==> src/jfcc_pkg.sv <==
// Package for the test-port fuse check control block
package jfcc_pkg;

    // Device variant selects how the check current path is gated
    typedef enum logic [0:0] {
        JFCC_VAR_MASKROM = 1'b0,
        JFCC_VAR_OTP     = 1'b1
    } jfcc_variant_t;

    // Fuse check mode sequencer
    typedef enum logic [1:0] {
        JFCC_ST_ARMED   = 2'b00,
        JFCC_ST_ACTIVE  = 2'b01,
        JFCC_ST_LOCKED  = 2'b10
    } jfcc_state_t;

    // Edge events from the mode-select synchroniser
    typedef struct packed {
        logic level;
        logic fall;
        logic rise;
    } jfcc_edge_t;

    // Test port pin group towards the core logic
    typedef struct packed {
        logic tdo_out;
        logic tdo_oe_n;
        logic port_en;
    } jfcc_port_t;

    localparam int unsigned JFCC_SYNC_STAGES   = 2;
    localparam int unsigned JFCC_RISE_CNT_W    = 2;
    localparam logic [1:0]  JFCC_RISE_EXIT     = 2'h2;
    localparam logic [1:0]  JFCC_RISE_RST      = 2'h0;
    localparam logic        JFCC_TMS_IDLE      = 1'b1;

endpackage : jfcc_pkg

==> src/jfcc_sync_edge.sv <==
// Synchroniser and edge detector for the mode-select pin
`timescale 1ns/1ps
module jfcc_sync_edge
    import jfcc_pkg::*;
#(
    parameter int unsigned STAGES = JFCC_SYNC_STAGES
)(
    input  wire logic       i_clk_sys,  // System clock
    input  wire logic       i_arst_n,   // Async reset, active low
    input  wire logic       i_pin,      // Raw pin level
    output jfcc_edge_t      o_edge      // Synced level and edges
);

    if (STAGES < 2)
    begin : g_bad_stages
        $error("jfcc_sync_edge: STAGES must be at least 2");
    end

    logic [STAGES-1:0] sync_ff;
    logic              last_ff;

    // Pin idles high through its pull-up
    always_ff @(posedge i_clk_sys or negedge i_arst_n)
    begin
        if (!i_arst_n)
            sync_ff <= {STAGES{JFCC_TMS_IDLE}};
        else
            sync_ff <= {sync_ff[STAGES-2:0], i_pin};
    end

    always_ff @(posedge i_clk_sys or negedge i_arst_n)
    begin
        if (!i_arst_n)
            last_ff <= JFCC_TMS_IDLE;
        else
            last_ff <= sync_ff[STAGES-1];
    end

    always_comb
    begin
        o_edge.level = sync_ff[STAGES-1];
        o_edge.fall  = last_ff & ~sync_ff[STAGES-1];
        o_edge.rise  = ~last_ff & sync_ff[STAGES-1];
    end

endmodule : jfcc_sync_edge

==> src/jfcc_top.sv <==
// Test-port fuse check mode control
`timescale 1ns/1ps
// Summary of operation
// RULE1 - First falling select edge after reset enters fuse check mode.
// RULE2 - Second rising select edge after reset leaves the mode.
// RULE3 - After leaving, further edges never re-enter until reset.
// RULE4 - Each power-on reset re-arms the mechanism.
// RULE5 - Mask-ROM parts enable current only when active and select low.
// RULE6 - OTP parts enable the check current for the whole active time.
// RULE7 - A blown fuse permanently blocks all test port access.
// RULE8 - After reset the shared data-out pin stays high impedance until test logic drives it.
// RULE9 - The controller should idle mode-select high.
// RULE10 - Select is synchronised; one fall and two rises count.
module jfcc_top
    import jfcc_pkg::*;
#(
    parameter jfcc_variant_t VARIANT = JFCC_VAR_MASKROM
)(
    input  wire logic   i_clk_sys,      // System clock, 100 MHz
    input  wire logic   i_arst_n,       // Power-on reset, active low
    input  wire logic   i_tms,          // Mode-select pin level
    input  wire logic   i_fuse_blown,   // Security fuse sensed blown
    input  wire logic   i_tdo_data,     // Data from test logic
    input  wire logic   i_tdo_drive,    // Test logic wants to drive
    output logic        o_fuse_chk_act, // Fuse check mode active
    output logic        o_fuse_chk_en,  // Check current path enable
    output logic        o_port_en,      // Test port access allowed
    output logic        o_tdo_out,      // Data-out pin value
    output logic        o_tdo_oe_n      // Data-out enable, low drives
);

    jfcc_edge_t                edge_s;
    jfcc_state_t               state_ff;
    jfcc_state_t               nxt_state;
    logic [JFCC_RISE_CNT_W-1:0] rise_cnt_ff;
    logic [JFCC_RISE_CNT_W-1:0] nxt_rise_cnt;
    logic                      chk_en_ff;
    logic                      nxt_chk_en;
    logic                      blown_ff;
    jfcc_port_t                port_ff;
    jfcc_port_t                nxt_port;

    jfcc_sync_edge #(
        .STAGES (JFCC_SYNC_STAGES)
    ) u_sync (
        .i_clk_sys (i_clk_sys),
        .i_arst_n  (i_arst_n),
        .i_pin     (i_tms),
        .o_edge    (edge_s)      // see RULE10
    );

    // Rise count has reached the exit value
    function automatic logic jfcc_is_exit(
        input logic [JFCC_RISE_CNT_W-1:0] cnt
    );
        return (cnt == JFCC_RISE_EXIT);
    endfunction : jfcc_is_exit

    // Rising edges counted per reset epoch, saturating
    always_comb
    begin
        nxt_rise_cnt = rise_cnt_ff;
        if (edge_s.rise && rise_cnt_ff != JFCC_RISE_EXIT)
            nxt_rise_cnt = rise_cnt_ff + 2'h1; // see RULE10
    end

    always_ff @(posedge i_clk_sys or negedge i_arst_n)
    begin
        if (!i_arst_n)
            rise_cnt_ff <= JFCC_RISE_RST; // see RULE4
        else
            rise_cnt_ff <= nxt_rise_cnt;
    end

    always_comb
    begin
        nxt_state = state_ff;
        case (state_ff)
            JFCC_ST_ARMED:
            begin
                if (jfcc_is_exit(nxt_rise_cnt))
                    nxt_state = JFCC_ST_LOCKED;  // see RULE2
                else if (edge_s.fall)
                    nxt_state = JFCC_ST_ACTIVE;  // see RULE1
            end
            JFCC_ST_ACTIVE:
            begin
                if (jfcc_is_exit(nxt_rise_cnt))
                    nxt_state = JFCC_ST_LOCKED;  // see RULE2
            end
            JFCC_ST_LOCKED:
                nxt_state = JFCC_ST_LOCKED;      // see RULE3
            default:
                nxt_state = JFCC_ST_LOCKED;
        endcase
    end

    always_ff @(posedge i_clk_sys or negedge i_arst_n)
    begin
        if (!i_arst_n)
            state_ff <= JFCC_ST_ARMED;           // see RULE4
        else
            state_ff <= nxt_state;
    end

    // Current path gating per variant
    always_comb
    begin
        nxt_chk_en = 1'b0;
        if (nxt_state == JFCC_ST_ACTIVE)
        begin
            if (VARIANT == JFCC_VAR_OTP)
                nxt_chk_en = 1'b1;               // see RULE6
            else
                nxt_chk_en = ~edge_s.level;      // see RULE5 see RULE9
        end
    end

    always_ff @(posedge i_clk_sys or negedge i_arst_n)
    begin
        if (!i_arst_n)
            chk_en_ff <= 1'b0;
        else
            chk_en_ff <= nxt_chk_en;
    end

    // Blown fuse latched; released only by reset
    always_ff @(posedge i_clk_sys or negedge i_arst_n)
    begin
        if (!i_arst_n)
            blown_ff <= 1'b0;
        else if (i_fuse_blown)
            blown_ff <= 1'b1;                    // see RULE7
    end

    always_comb
    begin
        nxt_port.port_en  = ~blown_ff & ~i_fuse_blown;       // see RULE7
        nxt_port.tdo_oe_n = ~(nxt_port.port_en & i_tdo_drive);
        nxt_port.tdo_out  = nxt_port.tdo_oe_n ? 1'b0 : i_tdo_data;
    end

    always_ff @(posedge i_clk_sys or negedge i_arst_n)
    begin
        if (!i_arst_n)
        begin
            port_ff.port_en  <= 1'b0;
            port_ff.tdo_oe_n <= 1'b1;            // see RULE8
            port_ff.tdo_out  <= 1'b0;
        end
        else
            port_ff <= nxt_port;
    end

    assign o_fuse_chk_act = (state_ff == JFCC_ST_ACTIVE);
    assign o_fuse_chk_en  = chk_en_ff;
    assign o_port_en      = port_ff.port_en;
    assign o_tdo_out      = port_ff.tdo_out;
    assign o_tdo_oe_n     = port_ff.tdo_oe_n;

endmodule : jfcc_top

==> config.mk <==
export PLATFORM = sky130hd
export DESIGN_NAME = jfcc_top
export DESIGN_NICKNAME = d
export VERILOG_FILES = /design/src/jfcc_pkg.sv /design/src/jfcc_sync_edge.sv /design/src/jfcc_top.sv
export SDC_FILE = /design/constraint.sdc
export NUM_CORES = 1
export LEC_CHECK = 0
export BUFFER_PORTS_ARGS = -buffer_cell sky130_fd_sc_hd__buf_4
export CAP_MARGIN = 20
export CELL_PAD_IN_SITES_DETAIL_PLACEMENT = 0
export CELL_PAD_IN_SITES_GLOBAL_PLACEMENT = 2
export CORE_MARGIN = 2
export CORE_UTILIZATION = 28
export DETAILED_ROUTE_END_ITERATION = 8
export PLACE_DENSITY = 0.79
export SETUP_SLACK_MARGIN = 0.2
export SLEW_MARGIN = 5
export SYNTH_ARGS = -nofsm -noshare
export SYNTH_HDL_FRONTEND = slang
export SYNTH_SLANG_ARGS = --single-unit
==> constraint.sdc <==
create_clock -name i_clk_sys -period 1.4 [get_ports i_clk_sys]
set_clock_uncertainty 0.1 [all_clocks]
set_input_delay 0.07 -clock i_clk_sys [delete_from_list [all_inputs] [get_ports i_clk_sys]]
set_output_delay 0.07 -clock i_clk_sys [all_outputs]
set_load 0.02 [all_outputs]
# --- Yosys cells after proc, flatten, opt, wreduce, memory -nomap -nowiden ---
# Cells that the tools add are included.
totals:
  elab_cells: 32
  register_bits: 12
  in_bits: 6
  out_inout_bits: 5
classes:
  n_bitwise: 9
  mux: 7
  n_reduce_logical: 2
  eq_ne: 4
  add_sub_neg: 1
ops:
  columns: ["op", "count"]
  rows:
  - ["two-way mux 2 bit", 4]
  - ["NOT 1 bit", 5]
  - ["AND 1 bit", 4]
  - ["equality test 2 x 1 -> 1 bit (second input constant)", 2]
  - ["case mux 2 bit (2 select lines)", 1]
  - ["adder 2 x 1 -> 2 bit (second input constant)", 1]
  - ["equality test 2 bit (second input constant)", 1]
  - ["zero test 2 bit", 1]
  - ["two-way mux 1 bit", 2]
  - ["!= test 2 bit (second input constant)", 1]
  - ["logical AND 1 bit", 1]

# --- Depth between registers and ports, before layout ---
# Gate-level depths: netlist (run 1).
logic_depth:
  ltp_word: 9
  mapped_depth: 5
  mapped_depth_nobuf: 5

# --- Cells and area by module ---
# A second synthesis (run 1) with hierarchy kept.
hier_totals:
  cells_unflattened: 32
  area_unflattened_um2: 462.9
by_module_without_submodules:
  columns: ["module", "area_each_um2", "cells_per_inst", "seq_area_each_um2", "instances"]
  rows:
  - ["jfcc_top", 361.6, 26, 226.5, 1]
  - ["jfcc_sync_edge", 101.3, 6, 78.8, 1]

# --- Least setup slack after synthesis (run 1) ---
# No wires, ideal clock.
synth_path:
  path_type: "register to register"
  startpoint: "register rise_cnt_ff[0]"
  endpoint: "register state_ff[1]"
  setup_ns: 0.131
  t_arrival_ns: 1.272
  required_ns: 1.169
  setup_slack_ns: -0.103
  stages_incl_launch_ff: 6
  period_less_slack_ns: 1.503
  n_path_buf: 0
  cell_sequence: "dfrtp_1 -> inv_1 -> ha_1 -> nor3b_4 -> nor3b_1 -> or3_1"
synth_via:
  elab_chain_len: 6
  elab_cells_between_ends: 8
  classes_between: "add/sub: 1; eq/ne: 2; mux: 4; reduce/logical: 1"
synth_rtl:
  columns: ["item", "line", "text"]
  rows:
  - ["from (decl)", "jfcc_top.sv:35", "logic [JFCC_RISE_CNT_W-1:0] rise_cnt_ff;"]
  - ["from (signal assigned)", "jfcc_top.sv:72", "rise_cnt_ff <= nxt_rise_cnt;"]
  - ["parallel branches: the longest is 2 deep, another holds adder 2 x 1 -> 2 bit", null, null]
  - ["two-way mux 2 bit *", "jfcc_top.sv:63", "if (edge_s.rise && rise_cnt_ff != JFCC_RISE_EXIT)"]
  - ["equality test 2 bit *", "jfcc_top.sv:56", "return (cnt == JFCC_RISE_EXIT);"]
  - ["two-way mux 2 bit, on equally long branches", "jfcc_top.sv:88, jfcc_top.sv:81", null]
  - ["case mux 2 bit (2 select lines) *", "jfcc_top.sv:78", "case (state_ff)"]
  - ["named net nxt_state[1]", "jfcc_top.sv:34", "jfcc_state_t nxt_state;"]
  - ["to (signal assigned)", "jfcc_top.sv:103", "state_ff <= nxt_state;"]
  - ["to (decl)", "jfcc_top.sv:33", "jfcc_state_t state_ff;"]
# Mark *: on every way through the listed nets, which the timed path passes.
# A chain may end at the register's enable or synchronous reset.

# --- Final worst setup path (run 1) ---
# Ends and elaborated chain as after synthesis.

==> results of run 1 <==
[flip-flops by register name (all words and copies together) (netlist names)]
name            flops
o_fuse_chk_en       1
blown_ff            1
o_tdo_oe_n          1
o_tdo_out           1
o_port_en           1
state_ff            2
u_sync.last_ff      1
rise_cnt_ff         2
u_sync.sync_ff      2
[worst min path at each step]
| stage | slack, ns | depth (start not counted) | to | startpoint |
|---|---|---|---|---|
| global route | 0.07 | 2 | state_ff[1] | i_arst_n |
| CTS | 0.06 | 2 | state_ff[1] | i_arst_n |
| finish | 0.07 | 2 | state_ff[1] | i_arst_n |
| detailed placement | -0.18 | 1 | state_ff[1] | i_arst_n |
| global placement | -0.18 | 1 | state_ff[1] | i_arst_n |
| floorplan | -0.33 | 0 | blown_ff | i_arst_n |
[Yosys cell counts]
library cell  instances
inv_1                 3
nor4_1                1
nor2b_1               1
nor3b_1               1
xnor2_1               1
a21oi_1               2
a2111oi_0             1
nor2_1                3
nor3b_4               1
dfrtp_1               8
dfstp_2               4
and3_1                1
nand2_1               1
nor3b_2               1
or3_1                 1
ha_1                  1
[cells by family (layout without fill, tap and decap cells)]
family,after synthesis,after routing,share of synthesized area (%)
flops,12,12,70.1
xor+xnor,1,1,2.01
simple gates,11,11,18.1
compound gates,3,3,4.31
buf+inv,3,27,2.59
fa+ha+maj,1,1,2.87
[power by group through the flow]
stage	sequential, uW	clock [uW]	combinational, uW
2_1_floorplan	417	0	166
3_3_place_gp	416	0	263
3_5_place_dp	417	0	270
4_1_cts	411	232	290
5_1_grt	418	247	429
6_report	415	219	393
[worst reg2reg max path, cell delays in order (launching register included)]
cell	delay, ns
dfrtp_1	0.37
inv_2	0.06
ha_4	0.16
nor3b_4	0.22
nor3b_2	0.08
or3_1	0.31
[through the flow]
| stage | instance area [um^2] | setup TNS [ns] |
|---|---|---|
| 2_1_floorplan | 448 | -0.0560 |
| 3_3_place_gp | 566 | -0.00919 |
| 3_5_place_dp | 566 | -0.0185 |
| 4_1_cts | 648 | -0.0143 |
| 5_1_grt | 703 | -0.114 |
| 6_report | 703 | -0.0146 |
[area by class of cell]
class	instances	area, um^2	area share [%]
flip-flops and latches	12	305	43.4
inverters	3	11.3	1.60
multi-input cells	16	174	24.7
repair buffers	20	166	23.7
clock buffers	4	26.3	3.74
well taps	16	20.0	2.85
[layer usage]
metal / global-route usage (%) / wire [um] / vias to the layer above
li1: - / - / 152
met1: 11.8 / 359 / 162
met2: 13.4 / 442 / 8
met3: 6.25 / 47 / 2
met4: 3.64 / 4 / 0
met5: 0 / 0 / -
[timing repair]
| item | in CTS | in global routing |
|---|---|---|
| setup buffers | 0 | 2 |
| gates resized for setup | 2 | 7 |
| hold buffers | 5 | 0 |
| pin swaps | 1 | 5 |
| hold endpoints to repair | 17 | 0 |
| endpoints found under the setup margin | 5 | 5 |
==> impl_metrics.env, run 1 <==
export IMPL_cp_cell_sequence="inv_2, ha_4, nor3b_4, nor3b_2, or3_1"
export IMPL_cp_arrival_ns=1.47
export IMPL_cts_clk_slew_worst_paths_ns=0.08
export IMPL_peakVddDrop_uv=775
export IMPL_layout_commonest_cell="buf_4"
export IMPL_place_congestion=0.723
export IMPL_synth_top_area_cell="dfrtp_1"
export IMPL_gr_total_overflow=0
export IMPL_rsz0062_at_grt="true"
export IMPL_grt_start_max_net_pins=13
export IMPL_crit_start="rise_cnt_ff[0]"
export IMPL_min_period_ns=1.41
export IMPL_dp_hpwl_um=507
export IMPL_cts_root_buf="clkbuf_4"
export IMPL_fmax_mhz=707
export IMPL_boundaryPins=11
export IMPL_cp_slowest_cell="dfrtp_1"
export IMPL_numCtsBuffers=3
export IMPL_grt_pass1_vias=297
export IMPL_drt_total_wl_um=854
export IMPL_p_leak_uw=0.000303
export IMPL_clock_latency_ns=0.27
export IMPL_cp_depth=5
export IMPL_yosysSeqAreaShare_pct=70.1
export IMPL_synth_top_area_share_pct=46.0
export IMPL_dpl_cell_count=60
export IMPL_grt_pass1_wl_mm=1.24
export IMPL_syn_avg_cell_area_um2=14.0
export IMPL_setup_viol=1
export IMPL_ys_ff_latch=12
export IMPL_drc=0
export IMPL_power_uw=1030
export IMPL_timing_rr_end="state_ff[1]"
export IMPL_synth_area_top_cells="dfrtp_1, dfstp_2, nor3b_4"
export IMPL_via_per_inst=4.56
export IMPL_cp_end_kind="flip-flop"
export IMPL_htreeDepth=1
export IMPL_fin_ws_ns=-0.0146
export IMPL_fin_cells=71
export IMPL_critPathKind="reg2reg"
export IMPL_hp_class="in2async"
export IMPL_synth_cell_type_count=16
export IMPL_syn_cell_area_um2=435
export IMPL_outcome="finished, violations left"
export IMPL_clockPowerShare_pct=21.3
export IMPL_switchingPower_uw=312
export IMPL_internal_power_uw=716
export IMPL_tightest_slew_ns=0.283
export IMPL_violations="setup timing"
export IMPL_dp_slack_ns=-0.0185
export IMPL_rr_worst_depth=5
export IMPL_mostFrequentLayoutCells="buf_4, dfrtp_1, dlygate4sd3_1"
export IMPL_cts_sinks=12
export IMPL_drt_iter0_markers=8
export IMPL_nNetsFinal=63
export IMPL_coreArea_mm2=0.00149
export IMPL_drv_cap=0
export IMPL_die_area_mm2=0.00189
export IMPL_wl_per_cell_um=12.0
export IMPL_ant_nets=0
export IMPL_clock_path_buffers=2
export IMPL_vias=324
export IMPL_dr_pass1_iters=4
export IMPL_yosysWarnings=0
export IMPL_whs_ns=0.0723
export IMPL_tritoncts="done"
export IMPL_drive_gt1_share_pct=56.4
export IMPL_antenna_cells=0
export IMPL_dieHeight_um=43.4
export IMPL_crit_end="state_ff[1]"
export IMPL_die_w_um=43.4
export IMPL_power_frac_seq_pct=40.4
export IMPL_fin_crit_sh_pct=101
export IMPL_r2r_start="rise_cnt_ff[0]"
export IMPL_p_comb_share_pct=38.3
export IMPL_slowest_delay_ns=0.37
export IMPL_initial_utilization_pct=29.2
export IMPL_critPathRequiredTime_ns=1.45
export IMPL_powerDensity_mw_per_mm2=1460
export IMPL_cp_num_buf_inv=1
export IMPL_antenna_found_initial=0
export IMPL_std_cell_rows=14
export IMPL_fill_cells=135
export IMPL_port_buffer_count=10
export IMPL_syn_to_final_growth_pct=61.5
export IMPL_synthCells=31
export IMPL_cpLargestDelayFamily="simple AND/OR/NAND/NOR gates"
export IMPL_maxSlewViolCount=0
export IMPL_critPathLaunchType="flip-flop"
export IMPL_grt_usage_pct=9.58
export IMPL_worst_r2r_setup_slack_ns=-0.01
export IMPL_p_sw_share_pct=30.3
export IMPL_post_route_util_pct=47.2
export IMPL_cp_max_fo=3
export IMPL_syn_nets=38
export IMPL_slew_headroom_pct=81.0
export IMPL_hold_viol=0
Power figures use the tool's default switching activity.
==> run 2: changes to the inputs <==
- CORE_UTILIZATION: 28 -> 29
- PLACE_DENSITY: 0.79 -> 0.8
- SYNTH_HIERARCHICAL: default -> 1
==> run 2 against run 1 <==
  * The run still ends with setup timing left
  * Final cell count fell by 1.4%
  * Final area is 2.3% higher
  * Setup slack worse by 0.025 ns
  * Via count down 3.7%
  * Clock-buffer cell count stayed put
  * Worst hold slack improved by 0.0080 ns
  * Register-to-register slack worse by 0.02 ns
  * Global-route usage is 0.51 points higher
  * Utilization rose by 0.53 points
  * Area after synthesis is 6.3% higher
  * Critical path type unchanged
  * Largest cell class unchanged
  * Largest power group unchanged
==> impl_metrics.env, run 2 <==
export IMPL_outcome="finished, violations left"
export IMPL_violations="setup timing"
export IMPL_tritoncts="done"
export IMPL_multi_input_comb_area_um2=191
export IMPL_coreArea_mm2=0.00151
export IMPL_maxSlewViolCount=0
export IMPL_synth_top_area_cell="dfrtp_1"
export IMPL_dpl_cell_count=60
export IMPL_drive_gt1_share_pct=61.1
export IMPL_critPathLaunchType="flip-flop"
export IMPL_dr_pass1_iters=2
export IMPL_cp_end_kind="flip-flop"
export IMPL_grt_start_max_net_pins=13
export IMPL_cp_arrival_ns=1.49
export IMPL_port_buffer_count=10
export IMPL_fin_cells=70
export IMPL_peakVddDrop_uv=594
export IMPL_fin_ws_ns=-0.0392
export IMPL_fin_crit_sh_pct=103
export IMPL_yosysMostFrequentCell="dfrtp_1"
export IMPL_worst_r2r_setup_slack_ns=-0.04
export IMPL_finalSetupTns_ns=-0.0725
export IMPL_wl_per_cell_um=12.1
export IMPL_drt_total_wl_um=850
export IMPL_power_uw=1020
export IMPL_htreeDepth=1
export IMPL_min_period_ns=1.44
export IMPL_grt_usage_pct=10.1
export IMPL_reg_top3="rise_cnt_ff: 2 flops, state_ff: 2 flops, u_sync/sync_ff: 2 flops"
export IMPL_hp_class="in2async"
export IMPL_synth_area_top_cells="dfrtp_1, dfstp_2, nor4_4"
export IMPL_cpLargestDelayFamily="flip-flops"
export IMPL_syn_nets=39
export IMPL_cp_max_fo=3
export IMPL_dp_hpwl_um=608
export IMPL_powerDensity_mw_per_mm2=1420
export IMPL_critPathKind="reg2reg"
export IMPL_p_leak_uw=0.000327
export IMPL_ys_ff_latch=12
export IMPL_std_cell_rows=14
export IMPL_fmax_mhz=695
export IMPL_dieHeight_um=44.0
export IMPL_hold_viol=0
export IMPL_setup_viol=3
export IMPL_numCtsBuffers=3
export IMPL_async_flop_share_pct=100
export IMPL_antenna_cells=0
export IMPL_met3_usage_pct=2.92
export IMPL_syn_cell_area_um2=463
export IMPL_grt_busiest_layer="met2"
export IMPL_fill_cells=141
export IMPL_cp_num_buf_inv=0
export IMPL_synth_cell_type_count=18
export IMPL_yosysSeqAreaShare_pct=65.9
export IMPL_timing_rr_end="state_ff[1]"
export IMPL_cp_cell_sequence="nor2b_4, nand2b_4, a22o_4, or2_1"
export IMPL_synth_edff_count=0
export IMPL_synth_top_area_share_pct=43.2
export IMPL_syn_avg_cell_area_um2=14.5
export IMPL_crit_start="u_sync/sync_ff[1]"
export IMPL_slew_headroom_pct=86.1
export IMPL_drc=0
export IMPL_r2r_start="u_sync/sync_ff[1]"
export IMPL_place_congestion=0.622
export IMPL_grt_pass1_wl_mm=1.36
export IMPL_ant_nets=0
export IMPL_yosysWarnings=6
export IMPL_ys_flop_type="dfrtp_1"
export IMPL_slowest_delay_ns=0.53
export IMPL_synth_compound_area_share_pct=5.41
export IMPL_gr_usage_met1_pct=10.0
export IMPL_boundaryPins=11
export IMPL_via_per_inst=4.46
export IMPL_synth_xor_area_share_pct=1.89
export IMPL_die_w_um=44.0
export IMPL_cp_slowest_cell="dfstp_2"
export IMPL_clock_latency_ns=0.26
export IMPL_mostFrequentLayoutCells="buf_4, dfrtp_1, dlygate4sd3_1"
export IMPL_cts_sinks=12
export IMPL_critPathRequiredTime_ns=1.45
export IMPL_synth_simple_area_share_pct=20.8
export IMPL_antenna_found_initial=0
export IMPL_drv_cap=0
export IMPL_rr_worst_depth=4
export IMPL_grt_use_met2_pct=17.6
export IMPL_seq_area_um2=305
export IMPL_cts_root_buf="clkbuf_4"
export IMPL_vias=312
export IMPL_cts_clk_slew_worst_paths_ns=0.07
export IMPL_clock_path_buffers=2
export IMPL_drt_iter0_markers=1
export IMPL_synthAdderAreaFrac_pct=2.70
export IMPL_synth_top_family_by_area="simple AND/OR/NAND/NOR gates"
export IMPL_die_area_mm2=0.00193
export IMPL_synth_top_cells_by_count="dfrtp_1, dfstp_2, nor2b_1, inv_1, nor2_1"
export IMPL_layout_commonest_cell="buf_4"
export IMPL_initial_utilization_pct=30.7
export IMPL_synth_mux_area_share_pct=0
export IMPL_grt_pass1_vias=352
export IMPL_nNetsFinal=62
export IMPL_synthCells=32
export IMPL_gr_total_overflow=0
export IMPL_tightest_slew_ns=0.208
export IMPL_syn_to_final_growth_pct=55.4
export IMPL_rsz0062_at_grt="true"
==> run 2: final cells by class <==
type	instances	area share [%]
timing repair buffer	19	22.1
multi-input combinational	17	26.6
inverter	2	1.04
tap	16	2.78
clock buffer	4	5.04
sequential	12	42.4
==> run 2: worst max path at each step <==
stage	end	slack, ns	cells after the start
after detailed placement	state_ff[0]	-0.04	4
after global placement	state_ff[1]	-0.02	4
after CTS	state_ff[1]	-0.04	4
after floorplan	state_ff[1]	-0.01	5
final	state_ff[1]	-0.04	4
after global routing	state_ff[1]	-0.08	4
==> run 2: cell families (layout without fill, tap and decap cells) <==
logic type / count (synthesis) / after routing
AO/OA/AOI/OAI: 2 / 2
XOR/XNOR: 1 / 1
adder cells (fa/ha/maj): 1 / 1
buffers and inverters: 3 / 25
flip-flops: 12 / 12
AND/OR/NAND/NOR: 13 / 13
==> run 2: layer usage <==
layer	part of all wire (%)	up-vias	routed length [um]
li1	-	146	-
met1	35	155	297
met2	58	11	489
met3	7.4	0	63
met4	0	0	0
met5	0	-	0
==> run 2: power by group <==
part | internal [uW] | leakage, uW | switching [uW]
clock | 158 | 0.0000210 | 108
combinational | 203 | 0.000167 | 138
sequential | 384 | 0.000140 | 27.8
total | 745 | 0.000327 | 274
==> run 2: stage by stage <==
| stage | utilization [%] | area (um^2) | hold WS (ns) | setup slack (ns) |
|---|---|---|---|---|
| finish | 47.8 | 719 | 0.0803 | -0.0392 |
| global route | 47.8 | 719 | 0.0690 | -0.0827 |
| CTS | 47.3 | 712 | 0.0593 | -0.0436 |
| detailed placement | 39.9 | 601 | -0.187 | -0.0418 |
| global placement | 39.9 | 601 | -0.192 | -0.0177 |
| floorplan | - | 490 | -0.326 | -0.0139 |
==> run 2: worst register-to-register path, delay by kind of cell, from the launching register on <==
kind / cells / cell delay, ns
flops: 1 / 0.53
compound gates: 1 / 0.24
simple gates: 3 / 0.46
==> run 2: timing repair <==
action / CTS / global route
hold buffers: 5 / 0
buffers inserted: 1 / 0
gates cloned: 0 / 0
pin swaps: 2 / 1
endpoints found under the setup margin: 5 / 6
gates resized for setup: 4 / 1
endpoints found under the hold margin: 17 / 0
==> run 3: changes to the inputs <==
- GPL_TIMING_DRIVEN: default -> 0
- PLACE_DENSITY: 0.8 -> default
- PLACE_DENSITY_LB_ADDON: default -> 0.15
==> run 3 against run 2 <==
  * The flow still finishes with violations (setup timing)
  * Sequential share of layout area is 1.3 points higher
  * Utilization decreased by 1.4 points
  * Critical path depth is the same
==> impl_metrics.env, run 3 (synthesis gave the netlist of run 2 again) <==
export IMPL_cts_root_buf="clkbuf_4"
export IMPL_grt_usage_pct=9.05
export IMPL_post_route_util_pct=46.3
export IMPL_timing_rr_end="state_ff[1]"
export IMPL_via_per_inst=4.27
export IMPL_slew_headroom_pct=82.3
export IMPL_grt_pass1_wl_mm=1.25
export IMPL_wl_per_cell_um=10.6
export IMPL_numCtsBuffers=3
export IMPL_drive_gt1_share_pct=54.5
export IMPL_die_w_um=44.0
export IMPL_fin_ws_ns=-0.0330
export IMPL_hold_viol=0
export IMPL_antenna_found_initial=0
export IMPL_slowest_delay_ns=0.55
export IMPL_place_congestion=0.623
export IMPL_nNetsFinal=63
export IMPL_die_area_mm2=0.00193
export IMPL_rr_worst_depth=4
export IMPL_peakVddDrop_uv=705
export IMPL_maxSlewViolCount=0
export IMPL_critPathRequiredTime_ns=1.44
export IMPL_rsz0062_at_grt="true"
export IMPL_violations="setup timing"
export IMPL_r2r_start="u_sync/last_ff"
export IMPL_syn_to_final_growth_pct=50.8
export IMPL_tritoncts="done"
export IMPL_dp_hpwl_um=522
export IMPL_cp_end_kind="flip-flop"
export IMPL_dieHeight_um=44.0
export IMPL_cp_arrival_ns=1.47
export IMPL_fin_crit_sh_pct=102
export IMPL_mostFrequentLayoutCells="buf_4, dfrtp_1, dlygate4sd3_1"
export IMPL_drt_total_wl_um=752
export IMPL_critPathKind="reg2reg"
export IMPL_std_cell_rows=14
export IMPL_cts_sinks=12
export IMPL_hp_class="in2async"
export IMPL_powerDensity_mw_per_mm2=1360
export IMPL_drt_iter0_markers=1
export IMPL_outcome="finished, violations left"
export IMPL_antenna_cells=0
export IMPL_cp_max_fo=3
export IMPL_ant_nets=0
export IMPL_setup_viol=1
export IMPL_cp_slowest_cell="dfstp_2"
export IMPL_coreArea_mm2=0.00151
export IMPL_drv_cap=0
export IMPL_dr_pass1_iters=2
export IMPL_boundaryPins=11
export IMPL_clock_latency_ns=0.26
export IMPL_cts_clk_slew_worst_paths_ns=0.07
export IMPL_vias=303
export IMPL_finalSetupTns_ns=-0.0330
export IMPL_htreeDepth=1
export IMPL_drc=0
export IMPL_min_period_ns=1.43
export IMPL_fmax_mhz=698
export IMPL_dp_slack_ns=-0.0821
export IMPL_clock_path_buffers=2
export IMPL_initial_utilization_pct=30.7
export IMPL_cp_cell_sequence="nor2b_4, nor3b_4, a22o_4, or2_1"
export IMPL_gr_total_overflow=0
export IMPL_layout_commonest_cell="buf_4"
export IMPL_grt_pass1_vias=328
export IMPL_critPathLaunchType="flip-flop"
export IMPL_p_leak_uw=0.000318
export IMPL_reg_top3="rise_cnt_ff: 2 flops, state_ff: 2 flops, u_sync/sync_ff: 2 flops"
export IMPL_port_buffer_count=10
export IMPL_fin_area_um2=698
export IMPL_whs_ns=0.0702
export IMPL_dpl_instance_area_um2=586
export IMPL_grt_start_max_net_pins=13
export IMPL_worst_r2r_setup_slack_ns=-0.03
export IMPL_tightest_slew_ns=0.264
## run 3: cell types whose count changed in the layout (fill, tap and decap cells not counted)
cell      delta
buf_4        +2
nor2_1       +1
buf_6        -1
xnor2_2      -1
nor3_1       +1
nor3_2       -1
xnor2_1      +1
clkbuf_1     +1
clkbuf_8     -1
nor2_2       -1
## run 3: through the flow
| step | total power [uW] | instances |
|---|---|---|
| after floorplan | 602 | 32 |
| after global placement | 636 | 58 |
| after detailed placement | 651 | 58 |
| after CTS | 968 | 71 |
| after global routing | 1010 | 71 |
| final | 950 | 71 |
## run 3: cell type report
class	count	area [um^2]
Fill cell	135	808
Timing Repair Buffer	19	155
Multi-Input combinational cell	17	176
Buffer	1	7.51
Inverter	2	7.51
Tap cell	16	20.0
Clock buffer	4	26.3
Sequential cell	12	305
## run 3: what timing repair did
action | CTS | global route
hold endpoints to repair | 17 | 0
pin swaps | 0 | 2
setup endpoints to repair | 4 | 5
gates resized for setup | 1 | 0
buffers inserted | 4 | 0
hold buffers | 5 | 0
## run 3: per-layer routing
metal / global-route usage (%) / up-vias / wire, um
met5: 0 / - / 0
met4: 3.64 / 0 / 0
met3: 3.75 / 0 / 22
met2: 16.2 / 5 / 416
met1: 9.21 / 150 / 313
li1: - / 148 / -
## run 3: how the worst max path moves through the flow
stage | startpoint | to | slack, ns | depth (start not counted)
after global routing | rise_cnt_ff[1] | state_ff[1] | -0.06 | 4
after global placement | rise_cnt_ff[0] | state_ff[1] | -0.05 | 5
final | u_sync/last_ff | state_ff[1] | -0.03 | 4
after CTS | rise_cnt_ff[1] | state_ff[1] | -0.04 | 4
after floorplan | rise_cnt_ff[0] | state_ff[1] | -0.01 | 5
after detailed placement | rise_cnt_ff[0] | state_ff[1] | -0.08 | 5
## run 3: critical path: cells and delay by family, from the launching register on
kind | cells | cell delay [ns]
compound gates | 1 | 0.26
simple gates | 3 | 0.41
flops | 1 | 0.55
## run 3: power by group
group	internal (uW)	total, uW	leakage, uW	switching, uW
Clock	110	211	0.0000150	101
Sequential	384	411	0.000140	26.5
Combinational	197	329	0.000164	132
Total	691	950	0.000318	259
